File: src/design/ics_pkg.sv
// Constants, types and helper functions shared by the sequencer core and its
// return-address stack.
// Assumes a single 20 MHz system clock and an active-low asynchronous reset.

package ics_pkg;

   // ---------------------------------------------------------------------
   // Timing and widths
   // ---------------------------------------------------------------------
   localparam int SYS_CLK_HZ = 20000000;
   localparam int CLKS_PER_CYCLE = 4;
   localparam int PC_W = 11;
   localparam int DM_AW = 8;
   localparam int STACK_DEPTH = 8;
   localparam logic [1:0] PH_ADDR = 2'h0;
   localparam logic [1:0] PH_READ = 2'h1;
   localparam logic [1:0] PH_EXEC = 2'h2;
   localparam logic [1:0] PH_COMMIT = 2'h3;

   // ---------------------------------------------------------------------
   // Reset values and fixed addresses
   // ---------------------------------------------------------------------
   localparam logic [PC_W-1:0] RESET_PC = 11'h000;
   localparam logic [7:0] RESET_ACC = 8'h00;
   localparam logic [DM_AW-1:0] PC_LOW_ADDR = 8'h06;

   // ---------------------------------------------------------------------
   // Instruction set, word layout and carriers
   // ---------------------------------------------------------------------
   typedef enum logic [4:0] {
      OP_NOP, OP_MOV_A_M, OP_MOV_M_A, OP_MOV_A_X,
      OP_ADD_A_M, OP_ADD_A_X, OP_SUB_A_M, OP_SUB_A_X,
      OP_AND_A_M, OP_OR_A_M, OP_XOR_A_M, OP_AND_A_X,
      OP_OR_A_X, OP_XOR_A_X, OP_COMP_M, OP_COMPA_M,
      OP_INCR_M, OP_INCRA_M, OP_DECR_M, OP_DECRA_M,
      OP_ROTR_M, OP_ROTL_M, OP_ROTRC_M, OP_ROTLC_M,
      OP_SZ_M, OP_SZ_BIT, OP_SNZ_BIT, OP_JUMP,
      OP_CALL, OP_SUBR_EXIT, OP_INT_EXIT, OP_TABLE_RD
   } ics_op_t;

   // Branch targets are {bit_sel, operand}.
   typedef struct packed {
      ics_op_t op;
      logic [2:0] bit_sel;
      logic [7:0] operand;
   } ics_instr_t;

   typedef struct packed {
      logic we;
      logic [DM_AW-1:0] addr;
      logic [7:0] wdata;
   } ics_dm_req_t;

   typedef struct packed {
      logic carry;
      logic zero;
   } ics_flags_t;

   // Instructions that always need a second instruction cycle.
   function automatic logic ics_is_two_cycle(input ics_op_t op);
      return (op == OP_JUMP) || (op == OP_CALL) || (op == OP_SUBR_EXIT) ||
         (op == OP_INT_EXIT) || (op == OP_TABLE_RD);
   endfunction : ics_is_two_cycle

   // Conditional skip instructions.
   function automatic logic ics_is_skip(input ics_op_t op);
      return (op == OP_SZ_M) || (op == OP_SZ_BIT) || (op == OP_SNZ_BIT);
   endfunction : ics_is_skip

endpackage : ics_pkg

File: src/design/ics_stack.sv
// Return-address stack: a small circular memory with registered read data.
// Assumes the caller never pushes and pops in the same cycle.
`timescale 1ns/10ps

module ics_stack #(
   parameter int DEPTH = ics_pkg::STACK_DEPTH,
   parameter int W = ics_pkg::PC_W
) (
   input wire logic sys_clk,
   input wire logic rst_n,
   input wire logic push,
   input wire logic pop,
   input wire logic rd_req,
   input wire logic [W-1:0] wdata,
   output logic [W-1:0] rdata
);
   import ics_pkg::*;

   localparam int PW = $clog2(DEPTH);

   logic [W-1:0] mem [DEPTH];
   logic [PW-1:0] sp_ff;
   logic [W-1:0] rdata_ff;

   // -----------------------------------------------------------------
   // Storage
   // -----------------------------------------------------------------
   // Deeper nesting silently overwrites the oldest entry, as a ring does.
   always_ff @(posedge sys_clk) begin
      if (push) begin
         mem[sp_ff] <= wdata;
      end
   end

   // Pointer moves on push and pop only.
   always_ff @(posedge sys_clk or negedge rst_n) begin
      if (!rst_n) begin
         sp_ff <= '0;
      end else if (push) begin
         sp_ff <= sp_ff + PW'(1);
      end else if (pop) begin
         sp_ff <= sp_ff - PW'(1);
      end
   end

   // Top of stack is read ahead of the pop so data comes from a register.
   always_ff @(posedge sys_clk or negedge rst_n) begin
      if (!rst_n) begin
         rdata_ff <= '0;
      end else if (rd_req) begin
         rdata_ff <= mem[sp_ff - PW'(1)];
      end
   end

   assign rdata = rdata_ff;

endmodule : ics_stack

File: src/design/ics_core.sv
// Instruction cycle sequencer with its accumulator datapath.
// Assumes program memory answers prog_addr within one system clock and data
// memory answers dm_req.addr combinationally on dm_rdata.
`timescale 1ns/10ps

module ics_core (
   input wire logic sys_clk,
   input wire logic rst_n,
   output logic [ics_pkg::PC_W-1:0] prog_addr,
   input wire logic [15:0] prog_data,
   output ics_pkg::ics_dm_req_t dm_req,
   input wire logic [7:0] dm_rdata,
   output logic [7:0] acc,
   output ics_pkg::ics_flags_t flags,
   output logic [7:0] table_high,
   output logic int_enable,
   output logic instr_tick,
   output logic extra_cycle
);
   import ics_pkg::*;

   // -----------------------------------------------------------------
   // State
   // -----------------------------------------------------------------
   logic [1:0] phase_ff;
   logic [PC_W-1:0] fetch_ff;
   logic [PC_W-1:0] save_pc_ff;
   ics_instr_t ir_ff;
   logic bubble_ff;
   logic [7:0] acc_ff;
   ics_flags_t flags_ff;
   logic [7:0] opnd_ff;
   logic [7:0] res_ff;
   logic res_c_ff;
   logic wr_acc_ff;
   logic upd_c_ff;
   logic upd_z_ff;
   logic skip_ff;
   logic lowpc_wr_ff;
   ics_dm_req_t dm_req_ff;
   logic tab_pend_ff;
   logic [7:0] tab_lo_ff;
   logic [DM_AW-1:0] tab_dest_ff;
   logic [7:0] tab_hi_ff;
   logic int_en_ff;

   logic tick;
   logic exec_ph0;
   logic exec_ph1;
   logic exec_ph2;
   logic exec_commit;
   ics_op_t op;
   logic [8:0] nxt_res;
   logic nxt_wr_acc;
   logic nxt_wr_mem;
   logic nxt_upd_c;
   logic nxt_upd_z;
   logic nxt_skip;
   logic [PC_W-1:0] stack_top;
   logic push;
   logic pop;

   assign op = ir_ff.op;
   assign tick = (phase_ff == PH_COMMIT);
   assign exec_ph0 = (phase_ff == PH_ADDR) && !bubble_ff;
   assign exec_ph1 = (phase_ff == PH_READ) && !bubble_ff;
   assign exec_ph2 = (phase_ff == PH_EXEC) && !bubble_ff;
   assign exec_commit = tick && !bubble_ff;
   assign push = exec_commit && (op == OP_CALL);
   assign pop = exec_commit && ((op == OP_SUBR_EXIT) || (op == OP_INT_EXIT));

   // -----------------------------------------------------------------
   // Instruction cycle divider
   // -----------------------------------------------------------------
   // four-clock cycle: phase wraps every four system clocks.
   always_ff @(posedge sys_clk or negedge rst_n) begin
      if (!rst_n) begin
         phase_ff <= PH_ADDR;
      end else begin
         phase_ff <= phase_ff + 2'h1;
      end
   end

   // -----------------------------------------------------------------
   // Datapath: results formed from the accumulator, the operand and the carry
   // -----------------------------------------------------------------
   always_comb begin
      nxt_res = {1'b0, acc_ff};
      nxt_wr_acc = 1'b0;
      nxt_wr_mem = 1'b0;
      nxt_upd_c = 1'b0;
      nxt_upd_z = 1'b0;
      nxt_skip = 1'b0;
      case (op)
         OP_MOV_A_M: begin
            nxt_res = {1'b0, opnd_ff};
            nxt_wr_acc = 1'b1;
         end
         OP_MOV_M_A: nxt_wr_mem = 1'b1;
         OP_MOV_A_X: begin
            nxt_res = {1'b0, ir_ff.operand};
            nxt_wr_acc = 1'b1;
         end
         // carry and borrow: bit 8 of the 9-bit result.
         OP_ADD_A_M, OP_ADD_A_X: begin
            nxt_res = {1'b0, acc_ff} + {1'b0, (op == OP_ADD_A_M) ?
               opnd_ff : ir_ff.operand};
            {nxt_wr_acc, nxt_upd_c, nxt_upd_z} = 3'h7;
         end
         OP_SUB_A_M, OP_SUB_A_X: begin
            nxt_res = {1'b0, acc_ff} - {1'b0, (op == OP_SUB_A_M) ?
               opnd_ff : ir_ff.operand};
            {nxt_wr_acc, nxt_upd_c, nxt_upd_z} = 3'h7;
         end
         // logic via accumulator, zero on every logical result.
         OP_AND_A_M, OP_AND_A_X: begin
            nxt_res = {1'b0, acc_ff & ((op == OP_AND_A_M) ?
               opnd_ff : ir_ff.operand)};
            {nxt_wr_acc, nxt_upd_z} = 2'h3;
         end
         OP_OR_A_M, OP_OR_A_X: begin
            nxt_res = {1'b0, acc_ff | ((op == OP_OR_A_M) ?
               opnd_ff : ir_ff.operand)};
            {nxt_wr_acc, nxt_upd_z} = 2'h3;
         end
         OP_XOR_A_M, OP_XOR_A_X: begin
            nxt_res = {1'b0, acc_ff ^ ((op == OP_XOR_A_M) ?
               opnd_ff : ir_ff.operand)};
            {nxt_wr_acc, nxt_upd_z} = 2'h3;
         end
         OP_COMP_M, OP_COMPA_M: begin
            nxt_res = {1'b0, ~opnd_ff};
            nxt_wr_acc = (op == OP_COMPA_M);
            nxt_wr_mem = (op == OP_COMP_M);
            nxt_upd_z = 1'b1;
         end
         OP_INCR_M, OP_INCRA_M, OP_DECR_M, OP_DECRA_M: begin
            nxt_res = ((op == OP_INCR_M) || (op == OP_INCRA_M)) ?
               {1'b0, opnd_ff + 8'h01} : {1'b0, opnd_ff - 8'h01};
            nxt_wr_acc = (op == OP_INCRA_M) || (op == OP_DECRA_M);
            nxt_wr_mem = (op == OP_INCR_M) || (op == OP_DECR_M);
            nxt_upd_z = 1'b1;
         end
         OP_ROTR_M: begin
            nxt_res = {1'b0, opnd_ff[0], opnd_ff[7:1]};
            nxt_wr_mem = 1'b1;
         end
         OP_ROTL_M: begin
            nxt_res = {1'b0, opnd_ff[6:0], opnd_ff[7]};
            nxt_wr_mem = 1'b1;
         end
         OP_ROTRC_M: begin
            nxt_res = {opnd_ff[0], flags_ff.carry, opnd_ff[7:1]};
            {nxt_wr_mem, nxt_upd_c} = 2'h3;
         end
         OP_ROTLC_M: begin
            nxt_res = {opnd_ff[7], opnd_ff[6:0], flags_ff.carry};
            {nxt_wr_mem, nxt_upd_c} = 2'h3;
         end
         // tests on a byte or a single bit.
         OP_SZ_M: nxt_skip = (opnd_ff == 8'h00);
         OP_SZ_BIT: nxt_skip = !opnd_ff[ir_ff.bit_sel];
         OP_SNZ_BIT: nxt_skip = opnd_ff[ir_ff.bit_sel];
         default: ;
      endcase
   end

   // -----------------------------------------------------------------
   // Phase pipeline inside one instruction cycle
   // -----------------------------------------------------------------
   // Address out, operand in, result formed, then write strobe on phase 3.
   always_ff @(posedge sys_clk or negedge rst_n) begin
      if (!rst_n) begin
         dm_req_ff <= '0;
         opnd_ff <= 8'h00;
      end else begin
         if (phase_ff == PH_ADDR) begin
            dm_req_ff.addr <= bubble_ff ? tab_dest_ff : ir_ff.operand;
         end
         // Reads of the counter low byte return this instruction's address.
         if (exec_ph1) begin
            opnd_ff <= (dm_req_ff.addr == PC_LOW_ADDR) ?
               8'(fetch_ff - 11'h001) : dm_rdata;
         end
         if (exec_ph2) begin
            dm_req_ff.we <= nxt_wr_mem &&
               (dm_req_ff.addr != PC_LOW_ADDR);
            dm_req_ff.wdata <= nxt_res[7:0];
         end else if (phase_ff == PH_EXEC) begin
            dm_req_ff.we <= tab_pend_ff;
            dm_req_ff.wdata <= tab_lo_ff;
         end else if (tick) begin
            dm_req_ff.we <= 1'b0;
         end
      end
   end

   // Result and control latched once the operand is stable.
   always_ff @(posedge sys_clk or negedge rst_n) begin
      if (!rst_n) begin
         {res_ff, res_c_ff, wr_acc_ff, upd_c_ff, upd_z_ff} <= '0;
         {skip_ff, lowpc_wr_ff} <= 2'h0;
      end else if (exec_ph2) begin
         res_ff <= nxt_res[7:0];
         res_c_ff <= nxt_res[8];
         wr_acc_ff <= nxt_wr_acc;
         upd_c_ff <= nxt_upd_c;
         upd_z_ff <= nxt_upd_z;
         skip_ff <= nxt_skip;
         // destination is the counter low byte.
         lowpc_wr_ff <= nxt_wr_mem && (dm_req_ff.addr == PC_LOW_ADDR);
      end else if (tick) begin
         {wr_acc_ff, upd_c_ff, upd_z_ff, skip_ff, lowpc_wr_ff} <= 5'h00;
      end
   end

   // Accumulator and flags commit at the end of the cycle.
   always_ff @(posedge sys_clk or negedge rst_n) begin
      if (!rst_n) begin
         acc_ff <= RESET_ACC;
         flags_ff <= '0;
      end else if (exec_commit) begin
         if (wr_acc_ff) begin
            acc_ff <= res_ff;
         end
         if (upd_c_ff) begin
            flags_ff.carry <= res_c_ff;
         end
         if (upd_z_ff) begin
            flags_ff.zero <= (res_ff == 8'h00);
         end
      end
   end

   // -----------------------------------------------------------------
   // Fetch and flow control
   // -----------------------------------------------------------------
   // The table word is fetched in place of the next instruction, so the
   // sequential fetch address is parked and restored at commit.
   always_ff @(posedge sys_clk or negedge rst_n) begin
      if (!rst_n) begin
         fetch_ff <= RESET_PC;
         save_pc_ff <= RESET_PC;
         ir_ff <= '0;
         bubble_ff <= 1'b1;
      end else if (exec_ph0 && (op == OP_TABLE_RD)) begin
         save_pc_ff <= fetch_ff;
         fetch_ff <= {fetch_ff[PC_W-1:8], acc_ff};
      end else if (tick) begin
         ir_ff <= ics_instr_t'(prog_data);
         bubble_ff <= 1'b0;
         fetch_ff <= fetch_ff + 11'h001;
         if (exec_commit) begin
            // redirect: the word fetched this cycle is dropped.
            // extra cycle for long and skipping instructions.
            bubble_ff <= ics_is_two_cycle(op) || lowpc_wr_ff || skip_ff;
            case (op)
               // jump and call load the target; only call saves a return address.
               OP_JUMP, OP_CALL: fetch_ff <= {ir_ff.bit_sel, ir_ff.operand};
               OP_SUBR_EXIT, OP_INT_EXIT: fetch_ff <= stack_top;
               OP_TABLE_RD: fetch_ff <= save_pc_ff;
               default: begin
                  // jump to the written low byte.
                  if (lowpc_wr_ff) begin
                     fetch_ff <= {fetch_ff[PC_W-1:8], res_ff};
                  end
               end
            endcase
         end
      end
   end

   // Table result and the interrupt enable left by an interrupt exit.
   always_ff @(posedge sys_clk or negedge rst_n) begin
      if (!rst_n) begin
         {tab_pend_ff, tab_lo_ff, tab_hi_ff, int_en_ff} <= '0;
         tab_dest_ff <= '0;
      end else if (tick) begin
         tab_pend_ff <= exec_commit && (op == OP_TABLE_RD);
         if (exec_commit && (op == OP_TABLE_RD)) begin
            tab_lo_ff <= prog_data[7:0];
            tab_hi_ff <= prog_data[15:8];
            tab_dest_ff <= ir_ff.operand;
         end
         if (exec_commit && (op == OP_INT_EXIT)) begin
            int_en_ff <= 1'b1;
         end
      end
   end

   // call saves the address after itself.
   ics_stack #(
      .DEPTH(STACK_DEPTH),
      .W(PC_W)
   ) u_stack (
      .sys_clk(sys_clk),
      .rst_n(rst_n),
      .push(push),
      .pop(pop),
      .rd_req(exec_ph1),
      .wdata(fetch_ff),
      .rdata(stack_top)
   );

   assign prog_addr = fetch_ff;
   assign dm_req = dm_req_ff;
   assign acc = acc_ff;
   assign flags = flags_ff;
   assign table_high = tab_hi_ff;
   assign int_enable = int_en_ff;
   assign instr_tick = tick;
   assign extra_cycle = bubble_ff;
endmodule : ics_core

File: config.mk
export PLATFORM = sky130hd
export DESIGN_NAME = ics_core
export DESIGN_NICKNAME = d
export VERILOG_FILES = /design/src/design/ics_pkg.sv /design/src/design/ics_stack.sv /design/src/design/ics_core.sv
export SDC_FILE = /design/constraint.sdc
export NUM_CORES = 1
export LEC_CHECK = 0
export BUFFER_PORTS_ARGS = -buffer_cell sky130_fd_sc_hd__buf_2
export CORE_UTILIZATION = 39
export CTS_BUF_LIST = sky130_fd_sc_hd__clkbuf_2 sky130_fd_sc_hd__clkbuf_4 sky130_fd_sc_hd__clkbuf_8
export CTS_CLUSTER_SIZE = 14
export DETAILED_ROUTE_END_ITERATION = 10
export SLEW_MARGIN = 15
export SYNTH_ARGS = -nofsm -noshare
export SYNTH_HDL_FRONTEND = slang
export SYNTH_HIERARCHICAL = 1
export SYNTH_SLANG_ARGS = --single-unit
File: constraint.sdc
create_clock -name sys_clk -period 5.1 [get_ports sys_clk]
set_input_delay 0 -clock sys_clk [delete_from_list [all_inputs] [get_ports sys_clk]]
set_output_delay 0 -clock sys_clk [all_outputs]
set_load 0.01 [all_outputs]
==> metrics.md, run 1 <==
| Metric | Value |
|---|---|
| Flops & latches, synth | `218` |
| Status | `complete, no violations` |
| Placed Instance Area | `12820 um2` |
| # diodes | `0` |
| # H-tree levels | `2` |
| RSZ-0062 raised after global routing | `false` |
| CTS tree | `yes` |
| Buffers on Ports | `74` |
| Fin Setup TNS | `0 ps` |
| Worst hold path class | `in -> async` |
| Syn Area/Cell | `10.63 um2` |
| DPL Wire Length | `25.03 mm` |
| Fin area | `13950 um2` |
| Die width | `178.7 um` |
| Crit path DAT | `4590 ps` |
| Netlist cell types | `94` |
| Max Fclk | `236.6 MHz` |
| Critical path endpoint category | `flip-flop` |
| Post-synth EDFFs | `88` |
| Via count | `9615` |
| Final worst-path cycle share | `0.8289` |
| Endpoints failing setup | `0` |
| CP Class | `reg -> reg` |
| Clock slew at reported path FFs | `60 ps` |
| Synth Instances | `1145` |
| Initial antenna violation count | `1` |
| CP startpoint | `op[2]` |
| CP Launch Type | `flip-flop` |
| Max-slew headroom | `0.2388` |
| Root Buffer Master | `clkbuf_8` |
| Worst-path maximum fanout | `13` |
| First-pass GRT wire length | `55.77 mm` |
| Largest net degree at the start of global routing | `79` |
| Vias per std cell | `5.817` |
| Final-stage net count | `1279` |
| Share of cells above drive strength 1 | `0.2100` |
| WL per Instance | `22.04 um` |
| MaxCap Viol Count | `0` |
| Initial DRT Pass Iterations | `5` |
| Worst slew pin tran | `1142 ps` |
| Max IR drop VDD | `0.2871 mV` |
| Initial Util | `0.3970` |
| Final Hold Violating Endpoints | `0` |
| Worst-skew pair later-pin latency | `550 ps` |
| Io pins | `75` |
| Max-slew violations | `0` |
| Sequential share of the synthesized area | `0.4843` |
| Num CTS Buffers | `39` |
| Fraction of registers with async set or reset after synthesis | `0.5963` |
| GP Congestion | `0.9266` |
| Syn-to-layout area delta | `14.59%` |
| Final Critical Period | `4227 ps` |
| WHS | `67.43 ps` |
| GRT overflow | `0` |
| Top_reg_cell synth | `dfrtp_1` |
| Placement Rows | `64` |
| Max Clock Skew | `27.73 ps` |
| Total routed wirelength | `36.43 mm` |
| Leakage | `5.696 nW` |
| Netlist Area Pre-Place | `12180 um2` |
| Die H | `178.7 um` |
| GRT Overall Usage | `0.2318` |
| Buffer count from post-CTS setup fixing | `0` |
| Number of global-route vias before repair | `9262` |
| Ys Warns | `6` |
| Clock Sinks | `218` |
| CTS max path bufs | `3` |
| Synth Net Count | `1197` |
| Full die area | `31930 um2` |
| Post-route ant nets | `0` |
| FILL cells | `2856` |
| R2R Path Start | `op[2]` |
| Cts repair resizes | `0` |
| CTS Hold Buffers Added | `25` |
| Pwr Density | `453.9 nW/um2` |
| DRC | `0` |
| Number of DRC markers in iteration 0 | `861` |
| Core area | `30670 um2` |
| Worst path required time | `5470 ps` |
-- synth_stat cells (4+ instances only) --
cell	instances	area, um2
mux2i_1	82	820.8
nor4_1	9	56.30
and3_1	5	31.28
a31oi_1	15	93.84
o221ai_1	5	43.79
a22oi_1	19	142.6
a21oi_1	57	285.3
a31o_2	5	43.79
a22oi_2	10	125.1
nor2b_1	23	143.9
nand2b_1	5	31.28
inv_1	20	75.07
a31o_1	11	96.34
xor2_1	9	78.83
xnor2_1	27	236.5
a21o_1	5	37.54
o211ai_1	6	45.04
a211oi_1	12	90.09
o22ai_1	10	62.56
o21ai_0	62	310.3
nor3b_1	5	37.54
buf_2	23	115.1
a222oi_1	7	70.07
nor3_1	20	100.1
nand2_1	115	431.7
buf_4	10	75.07
a221oi_1	6	52.55
o21ai_1	5	25.02
a221o_1	4	40.04
nand3_1	27	135.1
edfxtp_1	88	2643
buf_1	6	22.52
o31ai_1	7	52.55
mux2_2	52	585.6
or3_1	8	50.05
o21a_1	7	52.55
clkbuf_1	38	142.6
dfrtp_1	129	3228
nor2_1	85	319.1
ha_1	24	300.3
-- final timing paths --
| path | end | slack, ps | cells past startpoint |
|---|---|---|---|
| setup / recovery | res_ff[2] | 870 | 16 |
| hold / removal | dm_req[11] | 70 | 2 |
| setup reg to reg | res_ff[2] | 870 | 16 |
| hold reg to reg | dm_req[0] | 480 | 1 |
| max in group asynchronous | save_pc_ff[0] | 3840 | 3 |
| min in group sys_clk | op[1] | 250 | 4 |
-- metrics by stage --
step                      worst slack [ps]  power [mW]  cells  utilization
after global routing                 559.1       6.645   1653       0.4550
final                                872.7       6.333   1653       0.4550
after global placement                1180       4.487   1557       0.4181
after detailed placement              1074       4.498   1557       0.4181
after CTS                             1045       6.365   1653       0.4550
after floorplan                       1585       3.887   1145            -
-- state kept, by name, indices dropped and copies added (netlist names), 3 cells and up --
signal and flops:
tab_dest_ff 8, tab_lo_ff 8, res_ff 8, u_stack/sp_ff 3, opnd_ff 8, table_high 8
u_stack/rdata 11, u_stack/mem 88, ir_ff 11, dm_req 17, save_pc_ff 11, prog_addr 11
acc 8, op 5
-- per-layer routing --
| metal | routed length, um | global-route usage |
|---|---|---|
| met3 | 2331 | 0.03732 |
| met4 | 1456 | 0.09922 |
| met1 | 16390 | 0.3234 |
| met2 | 16250 | 0.3556 |
| met5 | 0 | 0 |
-- cell families (layout without fill, tap and decap cells) --
| kind of cell | after synthesis | count (layout) | synth area share |
|---|---|---|---|
| XOR/XNOR | 37 | 37 | 0.02723 |
| buffers and inverters | 105 | 217 | 0.04151 |
| adder cells (fa/ha/maj) | 26 | 26 | 0.02795 |
| flip-flops | 218 | 218 | 0.4843 |
| multiplexers | 137 | 137 | 0.1201 |
| AND/OR/NAND/NOR | 332 | 332 | 0.1326 |
| AO/OA/AOI/OAI | 290 | 290 | 0.1664 |
-- layout by cell type (no fill, tap or decap), types with 6 or more instances in the layout --
master | Yosys | final
nor2_1 | 85 | 85
nor3_1 | 20 | 20
a31o_1 | 11 | 11
buf_4 | 10 | 25
a222oi_1 | 7 | 7
o31ai_1 | 7 | 7
o211ai_1 | 6 | 6
mux2i_1 | 82 | 82
dlygate4sd3_1 | 0 | 25
a22oi_2 | 10 | 10
a22oi_1 | 19 | 19
o21a_1 | 7 | 7
clkbuf_4 | 0 | 17
dfrtp_1 | 129 | 128
or3_1 | 8 | 8
o21ai_0 | 62 | 62
nand3_1 | 27 | 27
a211oi_1 | 12 | 12
edfxtp_1 | 88 | 88
xor2_1 | 9 | 9
nor4_1 | 9 | 9
xnor2_1 | 27 | 27
inv_1 | 20 | 20
ha_1 | 24 | 23
mux2_2 | 52 | 52
a31oi_1 | 15 | 15
clkbuf_8 | 0 | 42
o22ai_1 | 10 | 10
a221oi_1 | 6 | 6
buf_2 | 23 | 73
a21oi_1 | 57 | 57
nor2b_1 | 23 | 23
nand2_1 | 115 | 115
-- report_power, final --
group          switching, mW  internal [mW]  total, mW  leakage, nW
combinational           1.04          0.884       1.92         2.79
clock                  0.730           1.09       1.82        0.461
sequential             0.488           2.10       2.59         2.44
-- final cells by class --
| class | count | area [um2] | share of cell area |
|---|---|---|---|
| clock buffers | 59 | 705.7 | 0.05057 |
| clock inverters | 12 | 173.9 | 0.01246 |
| inverters | 22 | 82.58 | 0.005918 |
| multi-input cells | 822 | 5783 | 0.4145 |
| flip-flops and latches | 218 | 5898 | 0.4227 |
| well taps | 396 | 495.5 | 0.03551 |
| repair buffers | 124 | 814.5 | 0.05838 |
-- worst max-delay path: stages, from the launching register on --
cell       delay [ps]
dfrtp_1           560
nor3b_2           330
nand2_1           220
mux2i_1           170
ha_1              320
nor2_1            110
mux2i_1            80
o32a_1            190
o21ai_0           250
ha_1              350
xor2_1            190
a21oi_1           160
nor3_1             60
a2111oi_0         600
nand2_1           130
a31oi_1           250
o31ai_1           100
Note: power is estimated with default switching activity, not from simulation.
==> run 2, diff against run 1 <==
--- a/config.mk
+++ b/config.mk
@@ -5,6 +5,7 @@
 export SDC_FILE = /design/constraint.sdc
 export NUM_CORES = 1
 export LEC_CHECK = 0
+export ABC_AREA = 1
 export BUFFER_PORTS_ARGS = -buffer_cell sky130_fd_sc_hd__buf_2
 export CORE_UTILIZATION = 39
 export CTS_BUF_LIST = sky130_fd_sc_hd__clkbuf_2 sky130_fd_sc_hd__clkbuf_4 sky130_fd_sc_hd__clkbuf_8
==> constraint.sdc (replaced) <==
create_clock -name sys_clk -period 3.5 [get_ports sys_clk]
set_input_delay 0 -clock sys_clk [delete_from_list [all_inputs] [get_ports sys_clk]]
set_output_delay 0 -clock sys_clk [all_outputs]
set_load 0.01 [all_outputs]
==> metrics.md, run 2 <==
| Metric | Value |
|---|---|
| Initial DRT Pass Iterations | `6 (was 5)` |
| Max IR drop VDD | `0.3768 mV (was 0.2871 mV)` |
| Share of cells above drive strength 1 | `0.1412 (was 0.2100)` |
| Synth Net Count | `1568 (was 1197)` |
| Endpoints failing setup | `0 (unchanged)` |
| Status | `complete, no violations (unchanged)` |
| WL per Instance | `19.44 um (was 22.04 um)` |
| Initial Util | `0.3956 (was 0.3970)` |
| Final Critical Period | `3158 ps (was 4227 ps)` |
| First-pass GRT wire length | `62.56 mm (was 55.77 mm)` |
| DRC | `0 (unchanged)` |
| # diodes | `0 (unchanged)` |
| Number of global-route vias before repair | `10830 (was 9262)` |
| Post-route ant nets | `0 (unchanged)` |
| Worst reg2reg endpoint | `res_ff[2] (unchanged)` |
| Via count | `11110 (was 9615)` |
| MaxCap Viol Count | `0 (unchanged)` |
| CTS max path bufs | `3 (unchanged)` |
| Netlist cell types | `51 (was 94)` |
| Placed Instance Area | `13040 um2 (was 12820 um2)` |
| Syn Area/Cell | `7.983 um2 (was 10.63 um2)` |
| Fraction of registers with async set or reset after synthesis | `0.5963 (unchanged)` |
| CP Class | `reg -> reg (unchanged)` |
| Largest net degree at the start of global routing | `85 (was 79)` |
| Clock Sinks | `218 (unchanged)` |
| Critical path endpoint category | `flip-flop (unchanged)` |
| Core area | `30590 um2 (was 30670 um2)` |
| Sequential share of the synthesized area | `0.4873 (was 0.4843)` |
| GRT Overall Usage | `0.2608 (was 0.2318)` |
| Io pins | `75 (unchanged)` |
| Final Hold Violating Endpoints | `0 (unchanged)` |
| Die width | `178.2 um (was 178.7 um)` |
| Reg2Reg Depth | `17 (was 16)` |
| Final setup margin | `342.4 ps (was 872.7 ps)` |
| Flops & latches, synth | `218 (unchanged)` |
| Worst-path maximum fanout | `7 (was 13)` |
| Final worst-path cycle share | `0.9022 (was 0.8289)` |
| Vias per std cell | `5.338 (was 5.817)` |
| Worst hold path class | `in -> async (unchanged)` |
| FILL cells | `3071 (was 2856)` |
| Pre-CTS WS | `238.8 ps (was 1074 ps)` |
| Most common cell in the netlist | `nand2_1 (was dfrtp_1)` |
| Top_reg_cell synth | `dfrtp_1 (unchanged)` |
| Max FFs per register | `88 (unchanged)` |
| Synth top cells by count | `nand2_1, inv_1, nand3_1 (was dfrtp_1, nand2_1, edfxtp_1)` |
| Buffers on Ports | `74 (unchanged)` |
| GRT overflow | `0 (unchanged)` |
| Netlist Area Pre-Place | `12100 um2 (was 12180 um2)` |
| Total routed wirelength | `40.45 mm (was 36.43 mm)` |
| CP Launch Type | `flip-flop (unchanged)` |
| Pwr Density | `651.3 nW/um2 (was 453.9 nW/um2)` |
| Fin Setup TNS | `0 ps (unchanged)` |
| Max-slew violations | `0 (unchanged)` |
| RSZ-0062 raised after global routing | `false (unchanged)` |
| Crit path DAT | `3590 ps (was 4590 ps)` |
| Num CTS Buffers | `41 (was 39)` |
| Clock slew at reported path FFs | `60 ps (about the same)` |
| Initial antenna violation count | `0 (was 1)` |
| Placement Rows | `64 (unchanged)` |
| # H-tree levels | `2 (unchanged)` |
| Max Clock Skew | `28.28 ps (was 27.73 ps)` |
| Max Fclk | `316.7 MHz (was 236.6 MHz)` |
| Most frequent cells in the layout | `nand2_1, inv_1, nand3_1, dfrtp_1, o21ai_0 (was dfrtp_1, nand2_1, edfxtp_1, nor2_1, mux2i_1)` |
| DPL Wire Length | `29.65 mm (was 25.03 mm)` |
| Core Util, Final | `0.4652 (was 0.4550)` |
| Fin area | `14230 um2 (was 13950 um2)` |
| R2R Path Start | `op[1] (was op[2])` |
| FF-to-FF setup slack | `340 ps (was 870 ps)` |
| Worst-skew pair later-pin latency | `580 ps (was 550 ps)` |
| Final-stage net count | `1704 (was 1279)` |
| Max-slew headroom | `0.3164 (was 0.2388)` |
| Root Buffer Master | `clkbuf_8 (unchanged)` |
| Number of DRC markers in iteration 0 | `993 (was 861)` |
| Die H | `178.2 um (was 178.7 um)` |
| GP Congestion | `1.003 (was 0.9266)` |
| Yosys top cell by area | `dfrtp_1 (unchanged)` |
| Top post-synthesis cells by area | `dfrtp_1, edfxtp_1, nand2_1, nand3_1, inv_1 (was dfrtp_1, edfxtp_1, mux2i_1, mux2_2, nand2_1)` |
| Reg with most FFs | `u_stack/mem (unchanged)` |
| Syn-to-layout area delta | `17.58% (was 14.59%)` |
| Synth Instances | `1516 (was 1145)` |
| Worst slew pin tran | `1018 ps (was 1142 ps)` |
| Full die area | `31740 um2 (was 31930 um2)` |
| Most common library cell in the layout ignoring fill and taps | `nand2_1 (was dfrtp_1)` |
| Ys Warns | `6 (unchanged)` |
| Post-synth EDFFs | `88 (unchanged)` |
| Leakage | `6.726 nW (was 5.696 nW)` |
| Synth top area share | `0.2667 (was 0.2651)` |
| Worst path required time | `3930 ps (was 5470 ps)` |
| CTS tree | `yes (unchanged)` |
## run 2: cell count changes in the layout (fill, tap and decap cells not counted), sizes merged, moves of 52 or more
| cell | previous run | this run |
|---|---|---|
| nand3 | 28 | 157 |
| mux2 | 53 | 1 |
| inv | 22 | 181 |
| mux2i | 82 | 0 |
| nand2 | 117 | 427 |
| o21ai | 68 | 144 |
## run 2: worst max-delay path: stages (launching register included)
cell and delay (ps):
dfrtp_1 380, buf_4 180, inv_2 70, nor2_4 200
nand2_1 100, nor2_2 170, nor2_2 100, a221oi_1 320
ha_1 200, inv_1 60, fa_1 420, or2_2 290
nand3_1 80, nand3_1 60, nor2_1 130, nand2_1 80
nand2_1 90, o21ai_0 80
## run 2: timing repair
action	4_1_cts	5_1_grt
buffers inserted	0	1
hold buffers	25	0
endpoints found under the hold margin	122	0
endpoints found under the setup margin	0	9
resized for setup	0	5
## run 2: worst max-delay path by stage
stage,from,end,cells past startpoint
after floorplan,op[1],res_ff[6],19
after global placement,op[0],res_ff[6],17
after detailed placement,op[2],res_ff[6],18
after CTS,op[2],res_ff[6],18
after global routing,op[2],dm_req[5],19
final,op[1],res_ff[2],17
## run 2: power by group
part | switching (mW) | internal, mW
logic | 1.91 | 0.998
registers | 0.540 | 3.07
clock network | 1.15 | 1.59
## run 2: cells by family after synthesis
group,after synthesis,share of synthesized area
multiplexers,1,0.0009305
XOR/XNOR,19,0.01375
buffers and inverters,241,0.08240
flip-flops,218,0.4873
AND/OR/NAND/NOR,734,0.2581
adder cells (fa/ha/maj),26,0.02812
AO/OA/AOI/OAI,277,0.1294
## run 2: layer usage
metal,up-vias,part of all wire,GRT usage
met3,106,0.066,0.04305
met4,0,0.046,0.1211
li1,5309,-,-
met5,-,0,0
met1,5270,0.42,0.3288
met2,424,0.47,0.4358
## run 2: layout make-up
class	instances	area (um2)	share of cell area
sequential	218	5898	0.4145
clock buffer	53	679.4	0.04775
inverter	184	690.7	0.04854
clock inverter	23	231.5	0.01627
timing repair buffer	150	1010	0.07096
multi-input combinational	1057	5224	0.3671
tap	396	495.5	0.03482
## run 2: metrics by stage
stage	power, mW	hold slack [ps]	std cells
6_report	9.267	63.86	2081
5_1_grt	9.814	134.6	2081
4_1_cts	9.323	76.20	2080
3_5_place_dp	6.517	102.0	1979
3_3_place_gp	6.469	101.3	1979
2_1_floorplan	5.451	-295.6	1516
